--- config.mk ---
export PLATFORM = sky130hd
export DESIGN_NAME = service_request_status_byte
export DESIGN_NICKNAME = d
export VERILOG_FILES = /design/src/core/service_request_status_byte.v
export VERILOG_INCLUDE_DIRS = /design/src /design/src/shared
export SDC_FILE = /design/constraint.sdc
export NUM_CORES = 1
export LEC_CHECK = 0
export BUFFER_PORTS_ARGS = -buffer_cell sky130_fd_sc_hd__buf_2
export CAP_MARGIN = 20
export CELL_PAD_IN_SITES_DETAIL_PLACEMENT = 1
export CELL_PAD_IN_SITES_GLOBAL_PLACEMENT = 2
export CORE_AREA = 2 2 164 166
export DETAILED_ROUTE_END_ITERATION = 10
export DIE_AREA = 0 0 166 168
export GPL_ROUTABILITY_DRIVEN = 0
export PLACE_DENSITY = 0.65
export SYNTH_ARGS = -nofsm -noshare
export SYNTH_HDL_FRONTEND = slang
export SYNTH_SLANG_ARGS = --single-unit
--- constraint.sdc ---
create_clock -name CORE_CLK_I -period 3.15 [get_ports CORE_CLK_I]
set_clock_uncertainty 0.15 [all_clocks]
set_input_delay 0.63 -clock CORE_CLK_I [delete_from_list [all_inputs] [get_ports CORE_CLK_I]]
set_output_delay 0.63 -clock CORE_CLK_I [all_outputs]
set_load 0.05 [all_outputs]
--- src/shared/srq_status_defs.vh ---
/*
 * constants of the service request status byte block: bit positions,
 * reset values and the enable range limit.
 * assumes it is included by bare name from the design file.
 */
`ifndef SRQ_STATUS_DEFS_VH
`define SRQ_STATUS_DEFS_VH

// ***************************************************************
// status byte bit positions
// ***************************************************************
`define SB_BIT_HW1      0
`define SB_BIT_HW2      1
`define SB_BIT_UNUSED   2
`define SB_BIT_QUES     3
`define SB_BIT_MAV      4
`define SB_BIT_ESB      5
`define SB_BIT_RQS      6
`define SB_BIT_OPER     7

// ***************************************************************
// reset values, masks and limits
// ***************************************************************
`define SRE_RESET       8'h00
`define SRE_WRITE_MASK  8'hBF
`define SB_STB_MASK     8'hBB
`define SRE_MAX_VALUE   16'sh00FF
`define ERR_DATA_RANGE  16'shFF22

`endif

--- src/core/service_request_status_byte.v ---
/*
 * status byte and service request logic of an instrument bus interface.
 * holds the six summary bits, the request service flag, the enable
 * register and the answers to the status byte and enable queries.
 * a small reducer module at the end folds each group to one bit.
 * assumes the lower status groups present event and enable words on the
 * same clock, and that the message parser delivers one-cycle command
 * strobes; answers go to the output queue as one-cycle data strobes.
 */
// Overview of operation
// RULE_01: bit 7 from operation, cdma, measuring groups
// RULE_02: bit 5 from standard event group
// RULE_03: bit 4 follows message available from queue
// RULE_04: bit 3 from questionable and calibration groups
// RULE_05: bit 1 from second hardware group
// RULE_06: bit 0 from hardware one, comms, serial groups
// RULE_07: summary is or of events and enables
// RULE_08: poll reads bit 6 as request service
// RULE_09: poll clears the request service flag
// RULE_10: poll leaves other summary bits alone
// RULE_11: query bit 6 is master summary status
// RULE_12: status query changes no bits
// RULE_13: status query queues value 0 to 255
// RULE_14: status byte is read only, summary driven
// RULE_15: clear status clears events except output queue
// RULE_16: bit 6 has no enable position
// RULE_17: enable query queues register unchanged
// RULE_18: request service when enabled bit set
// RULE_19: enable write keeps all but bit 6
// RULE_20: enable value outside 0 to 255 rejected, -222
// RULE_21: bit 2 always reads zero
`include "srq_status_defs.vh"

module service_request_status_byte #(
   parameter GROUP_WIDTH = 16
) (
   input  wire                   CORE_CLK_I,
   input  wire                   RST_B_I,
   input  wire [GROUP_WIDTH-1:0] OPER_EVENT_I,
   input  wire [GROUP_WIDTH-1:0] OPER_ENABLE_I,
   input  wire [GROUP_WIDTH-1:0] CDMA_EVENT_I,
   input  wire [GROUP_WIDTH-1:0] CDMA_ENABLE_I,
   input  wire [GROUP_WIDTH-1:0] MEAS_EVENT_I,
   input  wire [GROUP_WIDTH-1:0] MEAS_ENABLE_I,
   input  wire [GROUP_WIDTH-1:0] STDEV_EVENT_I,
   input  wire [GROUP_WIDTH-1:0] STDEV_ENABLE_I,
   input  wire                   MSG_AVAIL_I,
   input  wire [GROUP_WIDTH-1:0] QUES_EVENT_I,
   input  wire [GROUP_WIDTH-1:0] QUES_ENABLE_I,
   input  wire [GROUP_WIDTH-1:0] CAL_EVENT_I,
   input  wire [GROUP_WIDTH-1:0] CAL_ENABLE_I,
   input  wire [GROUP_WIDTH-1:0] HW2_EVENT_I,
   input  wire [GROUP_WIDTH-1:0] HW2_ENABLE_I,
   input  wire [GROUP_WIDTH-1:0] HW1_EVENT_I,
   input  wire [GROUP_WIDTH-1:0] HW1_ENABLE_I,
   input  wire [GROUP_WIDTH-1:0] COMM_EVENT_I,
   input  wire [GROUP_WIDTH-1:0] COMM_ENABLE_I,
   input  wire [GROUP_WIDTH-1:0] SER1_EVENT_I,
   input  wire [GROUP_WIDTH-1:0] SER1_ENABLE_I,
   input  wire [GROUP_WIDTH-1:0] SER2_EVENT_I,
   input  wire [GROUP_WIDTH-1:0] SER2_ENABLE_I,
   input  wire                   SERIAL_POLL_I,
   input  wire                   STB_QUERY_I,
   input  wire                   SRE_QUERY_I,
   input  wire                   SRE_WRITE_I,
   input  wire signed [15:0]     SRE_DATA_I,
   input  wire                   CLEAR_STATUS_I,
   output reg                    SRQ_O,
   output reg  [7:0]             POLL_BYTE_O,
   output reg                    POLL_VALID_O,
   output reg  [7:0]             QUEUE_DATA_O,
   output reg                    QUEUE_VALID_O,
   output reg                    ERROR_VALID_O,
   output reg  signed [15:0]     ERROR_CODE_O,
   output reg                    CLEAR_EVENTS_O,
   output reg  [7:0]             SUMMARY_O,
   output reg  [7:0]             ENABLE_O
);

   // ***************************************************************
   // summary bits
   // ***************************************************************

   // each group reduces to one bit: any enabled event true
   // names follow the group that each bit summarises
   wire oper_sum;
   wire cdma_sum;
   wire meas_sum;
   wire stdev_sum;
   wire ques_sum;
   wire cal_sum;
   wire hw2_sum;
   wire hw1_sum;
   wire comm_sum;
   wire ser1_sum;
   wire ser2_sum;

   // one reducer per group, all at the group width; a group that is
   // narrower in a later build can be padded with zero enables
   group_summary #(
      .WIDTH   (GROUP_WIDTH)
   ) u_oper_sum (
      .event_i (OPER_EVENT_I),
      .enable_i(OPER_ENABLE_I),
      .any_o   (oper_sum)
   );

   group_summary #(
      .WIDTH   (GROUP_WIDTH)
   ) u_cdma_sum (
      .event_i (CDMA_EVENT_I),
      .enable_i(CDMA_ENABLE_I),
      .any_o   (cdma_sum)
   );

   group_summary #(
      .WIDTH   (GROUP_WIDTH)
   ) u_meas_sum (
      .event_i (MEAS_EVENT_I),
      .enable_i(MEAS_ENABLE_I),
      .any_o   (meas_sum)
   );

   group_summary #(
      .WIDTH   (GROUP_WIDTH)
   ) u_stdev_sum (
      .event_i (STDEV_EVENT_I),
      .enable_i(STDEV_ENABLE_I),
      .any_o   (stdev_sum)
   );

   group_summary #(
      .WIDTH   (GROUP_WIDTH)
   ) u_ques_sum (
      .event_i (QUES_EVENT_I),
      .enable_i(QUES_ENABLE_I),
      .any_o   (ques_sum)
   );

   group_summary #(
      .WIDTH   (GROUP_WIDTH)
   ) u_cal_sum (
      .event_i (CAL_EVENT_I),
      .enable_i(CAL_ENABLE_I),
      .any_o   (cal_sum)
   );

   group_summary #(
      .WIDTH   (GROUP_WIDTH)
   ) u_hw2_sum (
      .event_i (HW2_EVENT_I),
      .enable_i(HW2_ENABLE_I),
      .any_o   (hw2_sum)
   );

   group_summary #(
      .WIDTH   (GROUP_WIDTH)
   ) u_hw1_sum (
      .event_i (HW1_EVENT_I),
      .enable_i(HW1_ENABLE_I),
      .any_o   (hw1_sum)
   );

   group_summary #(
      .WIDTH   (GROUP_WIDTH)
   ) u_comm_sum (
      .event_i (COMM_EVENT_I),
      .enable_i(COMM_ENABLE_I),
      .any_o   (comm_sum)
   );

   group_summary #(
      .WIDTH   (GROUP_WIDTH)
   ) u_ser1_sum (
      .event_i (SER1_EVENT_I),
      .enable_i(SER1_ENABLE_I),
      .any_o   (ser1_sum)
   );

   group_summary #(
      .WIDTH   (GROUP_WIDTH)
   ) u_ser2_sum (
      .event_i (SER2_EVENT_I),
      .enable_i(SER2_ENABLE_I),
      .any_o   (ser2_sum)
   );

   reg  [7:0] summary_next;
   reg  [7:0] summary_reg;
   reg  [7:0] enable_reg;
   reg        rqs_reg;
   reg        mss_prev_reg;

   // summary byte assembled; bit 6 is not a summary and stays zero here
   always @* begin
      summary_next                 = 8'h00;
      summary_next[`SB_BIT_OPER]   = oper_sum | cdma_sum | meas_sum;         // RULE_01
      summary_next[`SB_BIT_ESB]    = stdev_sum;                              // RULE_02
      summary_next[`SB_BIT_MAV]    = MSG_AVAIL_I;                            // RULE_03
      summary_next[`SB_BIT_QUES]   = ques_sum | cal_sum;                     // RULE_04
      summary_next[`SB_BIT_HW2]    = hw2_sum;                                // RULE_05
      summary_next[`SB_BIT_HW1]    = hw1_sum | comm_sum | ser1_sum | ser2_sum; // RULE_06
      summary_next[`SB_BIT_UNUSED] = 1'b0;                                   // RULE_21
   end

   // master summary: enabled summary bits, bit 6 masked from both sides
   wire mss = |(summary_reg & enable_reg & `SB_STB_MASK);  // RULE_11 RULE_16

   // ***************************************************************
   // registers
   // ***************************************************************

   // summary is never written by the controller, only follows sources
   always @(posedge CORE_CLK_I or negedge RST_B_I) begin
      if (!RST_B_I) begin
         summary_reg <= 8'h00;
      end else begin
         summary_reg <= summary_next;  // RULE_14
      end
   end

   // range check done on the signed value so negatives are caught too
   wire sre_in_range = (SRE_DATA_I >= 16'sh0000) && (SRE_DATA_I <= `SRE_MAX_VALUE);

   // enable register; bit 6 is always discarded on write
   always @(posedge CORE_CLK_I or negedge RST_B_I) begin
      if (!RST_B_I) begin
         enable_reg <= `SRE_RESET;
      end else if (SRE_WRITE_I && sre_in_range) begin
         enable_reg <= SRE_DATA_I[7:0] & `SRE_WRITE_MASK;  // RULE_19 RULE_20
      end
   end

   // request service flag: set on a rising master summary, cleared by
   // poll; a new cause in the poll cycle wins so it is never lost
   always @(posedge CORE_CLK_I or negedge RST_B_I) begin
      if (!RST_B_I) begin
         rqs_reg      <= 1'b0;
         mss_prev_reg <= 1'b0;
      end else begin
         mss_prev_reg <= mss;
         if (mss && !mss_prev_reg) begin
            rqs_reg <= 1'b1;        // RULE_18
         end else if (SERIAL_POLL_I) begin
            rqs_reg <= 1'b0;        // RULE_09
         end else if (!mss) begin
            rqs_reg <= 1'b0;        // cause gone, withdraw request
         end
      end
   end

   // ***************************************************************
   // answers to the controller
   // ***************************************************************

   // poll answer carries request service in bit 6, others untouched
   always @(posedge CORE_CLK_I or negedge RST_B_I) begin
      if (!RST_B_I) begin
         POLL_BYTE_O  <= 8'h00;
         POLL_VALID_O <= 1'b0;
      end else begin
         POLL_VALID_O <= SERIAL_POLL_I;
         if (SERIAL_POLL_I) begin
            POLL_BYTE_O <= (summary_reg & `SB_STB_MASK)
                           | {1'b0, rqs_reg, 6'b00_0000};  // RULE_08 RULE_10 RULE_21
         end
      end
   end

   // queries write one byte to the output queue; status query wins if
   // both arrive together, the enable query is then dropped
   always @(posedge CORE_CLK_I or negedge RST_B_I) begin
      if (!RST_B_I) begin
         QUEUE_DATA_O  <= 8'h00;
         QUEUE_VALID_O <= 1'b0;
      end else begin
         QUEUE_VALID_O <= STB_QUERY_I | SRE_QUERY_I;
         if (STB_QUERY_I) begin
            QUEUE_DATA_O <= (summary_reg & `SB_STB_MASK)
                            | {1'b0, mss, 6'b00_0000};  // RULE_11 RULE_12 RULE_13
         end else if (SRE_QUERY_I) begin
            QUEUE_DATA_O <= enable_reg;                  // RULE_17
         end
      end
   end

   // out of range enable value reported as data out of range
   always @(posedge CORE_CLK_I or negedge RST_B_I) begin
      if (!RST_B_I) begin
         ERROR_VALID_O <= 1'b0;
         ERROR_CODE_O  <= 16'sh0000;
      end else begin
         ERROR_VALID_O <= SRE_WRITE_I && !sre_in_range;  // RULE_20
         if (SRE_WRITE_I && !sre_in_range) begin
            ERROR_CODE_O <= `ERR_DATA_RANGE;
         end
      end
   end

   // clear status goes to the lower groups; queue and mav are spared
   // because message available is not part of this request
   always @(posedge CORE_CLK_I or negedge RST_B_I) begin
      if (!RST_B_I) begin
         CLEAR_EVENTS_O <= 1'b0;
      end else begin
         CLEAR_EVENTS_O <= CLEAR_STATUS_I;  // RULE_15
      end
   end

   // visible state and service request line
   always @(posedge CORE_CLK_I or negedge RST_B_I) begin
      if (!RST_B_I) begin
         SRQ_O     <= 1'b0;
         SUMMARY_O <= 8'h00;
         ENABLE_O  <= 8'h00;
      end else begin
         SRQ_O     <= rqs_reg;  // RULE_18
         SUMMARY_O <= summary_reg;
         ENABLE_O  <= enable_reg;
      end
   end

endmodule // service_request_status_byte

// ***************************************************************
// group reduction
// ***************************************************************

// one status group folded to its summary message. kept purely
// combinational so the summary register is the only cycle of
// latency between a group and the status byte; a wide group costs
// one or-tree here rather than a pipeline stage, which is cheap at
// the group widths in use
module group_summary #(
   parameter WIDTH = 16
) (
   input  wire [WIDTH-1:0] event_i,
   input  wire [WIDTH-1:0] enable_i,
   output wire             any_o
);

   // mask then reduce; a disabled event never reaches the byte
   assign any_o = |(event_i & enable_i);  // RULE_07

endmodule // group_summary

# Word-level counts from Yosys, hierarchy flattened
# Cells that the tools add are included.
# word_totals
regBits	50
in_bits	376
out_inout_bits	53
wordCells	62
# classes
order_cmp	2
n_eq_ne	1
muxes	5
n_bitwise	21
reduce_logical	19
# op_table
cell	n
16-bit AND	11
16-bit OR reduction	11
16-bit by 1-bit greater-or-equal comparator with 1-bit output, second input constant	1
16-bit by 9-bit <= comparator with 1-bit output, second input constant	1
8-bit two-way mux	2
8-bit by 7-bit OR with 8-bit output	2
8-bit AND	1
1-bit OR	7
6-bit OR reduction	1
1-bit logical AND	4
1-bit two-way mux	3
3-bit by 2-bit inequality test with 1-bit output, second input constant	1
1-bit zero test	2
2-bit nonzero test	1

# Longest topological paths before layout
# logic_depth
ltp_word	5
depth_mapped	4
ltp_nobuf	4

# Modules after synthesis
# A second synthesis with hierarchy kept.
# unflattened
hier_cells	223
hier_area_um2	2914.0
# modules_own_cells
mod	instances	cells_each	area_per_inst_um2	seq_area_each_um2
service_request_status_byte	1	124	1799.2	1226.2
group_summary	11	9	101.3	0.0

# Least setup slack after synthesis
# No wires, ideal clock.
# synth_path
path_type	input port to flip-flop
from	input COMM_EVENT_I[9]
to	register summary_reg[0]
setup_time_ns	0.138
t_arrival_ns	1.600
required_time_ns	2.862
setup_slack_ns	1.261
stages	4
path_buffers	0
path_cell_list	a22o_1 -> a221oi_2 -> nand4_1 -> or4_1
# synth_between
elab_chain_len	5
# synth_rtl
element	line_no	source
from (decl)	service_request_status_byte.v:56	input wire [GROUP_WIDTH-1:0] COMM_EVENT_I,
16-bit AND	service_request_status_byte.v:343	assign any_o = |(event_i & enable_i);
16-bit OR reduction	service_request_status_byte.v:343	
1-bit OR (3 in a row)	service_request_status_byte.v:202	summary_next[`SB_BIT_HW1] = hw1_sum | comm_sum | ser1_sum | ser2_sum;
via summary_next[0]	service_request_status_byte.v:188	reg [7:0] summary_next;
to (signal assigned)	service_request_status_byte.v:218	summary_reg <= summary_next;
to (decl)	service_request_status_byte.v:189	reg [7:0] summary_reg;
# The timed path passes the listed nets, and every way through them passes these cells.
# A chain may end at the register's enable or synchronous reset.

# Worst setup path in the final report
# layout_path
from	input COMM_EVENT_I[11]
to	register summary_reg[0]
# The elaborated chain is that of the path after synthesis.

==> out/metrics.cfg <==
[floorplan]
die_w_um=166
rows=60
ios=429
die_area_mm2=0.0279
core_mm2=0.0264
die-height_um=168
initial_core_util_pct=10.2

[drt]
dr.pass1.iters=4
totalWireLength_um=15400
num_vias=3705
drc=0
ant_nets=0
wl_per_cell_um=15.6
drtIter0Drc=124
viasPerCell=3.78

[grt]
grt_pass1_wl_um=22300
grt_pass1_vias=3992
antenna_found_initial=3
overflow=0
grt_use_total_pct=10.2
grt_max_degree=33

[sta]
fmax_mhz=489
worstMarginPinSlew_ps=712
drv_slew=0
finalCriticalPeriod_ps=2040
setup_tns_ps=0
finalHoldViolCount=0
finalSetupViolations=0
timing.hold.ws_ps=240
finalCritPeriodShare_pct=64.9
rsz0062_at_grt=false
worst_slack_ps=1110
max_slew_margin_pct=52.6

[logic_synthesis]
synth_area_mm2=0.00270
synth_seq_cells=49
synth_top_area_share_pct=45.5
synth-adder-area-share_pct=0
synth_simple_gate_area_share_pct=6.54
synth.avg_cell_area_um2=11.9
synth_top_family_by_area=compound AO/OA/AOI/OAI gates
synth_area_leaders=dfrtp_1 (45%), a22o_1 (12%), a221oi_1 (7.5%), a221oi_2 (7.2%), mux2_2 (5.8%)
synthXorXnorAreaFrac_pct=0
synth_area_leader_cell=dfrtp_1
synthMuxAreaShare_pct=8.45
ys_types=21
syn_inst=226
yosysSeqAreaShare_pct=45.5
ys_warn_count=0
synth_compound_area_share_pct=33.5

[power_and_ir_drop]
peakVddDrop_mv=0.322
powerDensity_mw_per_mm2=349
leakage_nw=2.74

[outcome]
status=complete, no violations

[critical_path]
critical_path.top_delay_family=simple AND/OR/NAND/NOR gates
path_class=in -> reg
path_buf_inv=1
critPathRequiredTime_ps=3140
start_kind=input port
end_kind=flip-flop
max_stage_delay_ps=570
critPathMaxFanout=1
cp_slowest_cell=or4_1
arrival_ps=2030
crit_chain=buf_2 -> a22o_1 -> a221oi_1 -> nand4_1 -> or4_1

[cells_and_area]
fillers=3191
nNetsFinal=1014
multi_input_area_mm2=0.00135
register_area_mm2=0.00123
final-instance-count-excl-fill=981
largest-register=QUEUE_DATA_O
layout-drive-gt1-share_pct=71.0
area_growth_pct=95.5
largest_reg_flops=8
final_util_pct=20.0

[clock_tree]
cts_root_buf=clkbuf_16
cts.clk_slew.worst_paths_ps=60
cts_buffers=5
cts_buffer_depth=2
cts_tree=yes
clkSinkCount=49
ctsResizeCount=0
clk-insertion-delay-late_ps=290
ctsHtreeMaxLevel=2
post_cts_buffers=0
ctsHoldBuffers=0

[placed_design]
port_buffers=417
post-place-ws_ps=730
dp.cells=972
hpwlAfterDp_um=14000

[hold_path]
hold_path.class=in -> async

[flow_run]
drv_cap=0

[metrics by stage]
stage | power (mW) | cell area, µm²
floorplan | 0.921 | 2730
global placement | 1.23 | 5100
detailed placement | 1.23 | 5100
CTS | 1.87 | 5270
global route | 1.93 | 5270
finish | 1.84 | 5270
[Yosys cell counts]
master / instances
nor4_1: 2
a21boi_0: 2
a221oi_1: 23
mux2_2: 14
nor2_1: 1
or2_2: 2
or4_1: 3
nand4_1: 10
o21ai_0: 7
clkbuf_1: 3
nand2b_1: 1
a221oi_2: 13
conb_1: 1
nand2_1: 7
inv_1: 1
mux2i_1: 7
a22o_1: 36
dfrtp_1: 49
nand3_1: 6
a22oi_1: 19
buf_4: 19
[cells by family (layout without fill, tap and decap cells)]
family	count (synthesis)	in the layout
AOI/OAI and AO/OA	100	100
buffers and inverters	23	427
DFF	49	49
muxes	21	21
other	1	11
and+or+nand+nor	32	32
[final cells by class]
class / count / share of cell area, %
clock inverters: 1 / 0.570
flip-flops and latches: 49 / 23.3
inverters: 1 / 0.0712
multi-input cells: 163 / 25.5
diodes: 1 / 0.0475
repair buffers: 418 / 39.7
clock buffers: 7 / 2.71
well taps: 341 / 8.09
[path summary, 6_finish.rpt]
check / end / slack (ps) / startpoint / cells after the start
setup / recovery: summary_reg[0] / 1110 / COMM_EVENT_I[11] / 5
hold / removal: CLEAR_EVENTS_O / 240 / RST_B_I / 1
setup reg to reg: QUEUE_DATA_O[6] / 1910 / summary_reg[3] / 4
hold reg to reg: SRQ_O / 250 / rqs_reg / 0
max in group asynchronous: QUEUE_DATA_O[2] / 1870 / RST_B_I / 2
min in group CORE_CLK_I: SRQ_O / 250 / rqs_reg / 0
[power by group]
part	leakage, nW	internal (mW)	total [mW]	switching (mW)
Combinational	2.09	0.259	0.533	0.273
Clock	0.0841	0.397	0.628	0.231
Sequential	0.563	0.662	0.679	0.0167
[cell usage in the layout (no fill, tap or decap)]
| cell type | instances |
|---|---|
| conb_1 | 10 |
| nor4_1 | 2 |
| a221oi_2 | 13 |
| a21boi_0 | 2 |
| bufinv_16 | 1 |
| clkbuf_8 | 1 |
| diode_2 | 1 |
| clkbuf_16 | 5 |
| or4_1 | 3 |
| or2_2 | 2 |
| nor2_1 | 1 |
| buf_4 | 1 |
| a22oi_1 | 19 |
| nand4_1 | 10 |
| inv_1 | 1 |
| clkbuf_1 | 1 |
| buf_2 | 417 |
| o21ai_0 | 7 |
| a22o_1 | 36 |
| mux2i_1 | 7 |
| nand2b_1 | 1 |
| a221oi_1 | 23 |
| nand2_1 | 7 |
| nand3_1 | 6 |
| dfrtp_1 | 49 |
| mux2_2 | 14 |
[routing by layer]
layer	track usage [%]	share of wire [%]	up-vias
met5	0	0.16	-
met1	12.5	40	1724
met4	1.78	1.1	4
met2	18.2	51	201
met3	2.54	7.3	15
li1	-	-	1761
(Power assumes the default switching activity.)
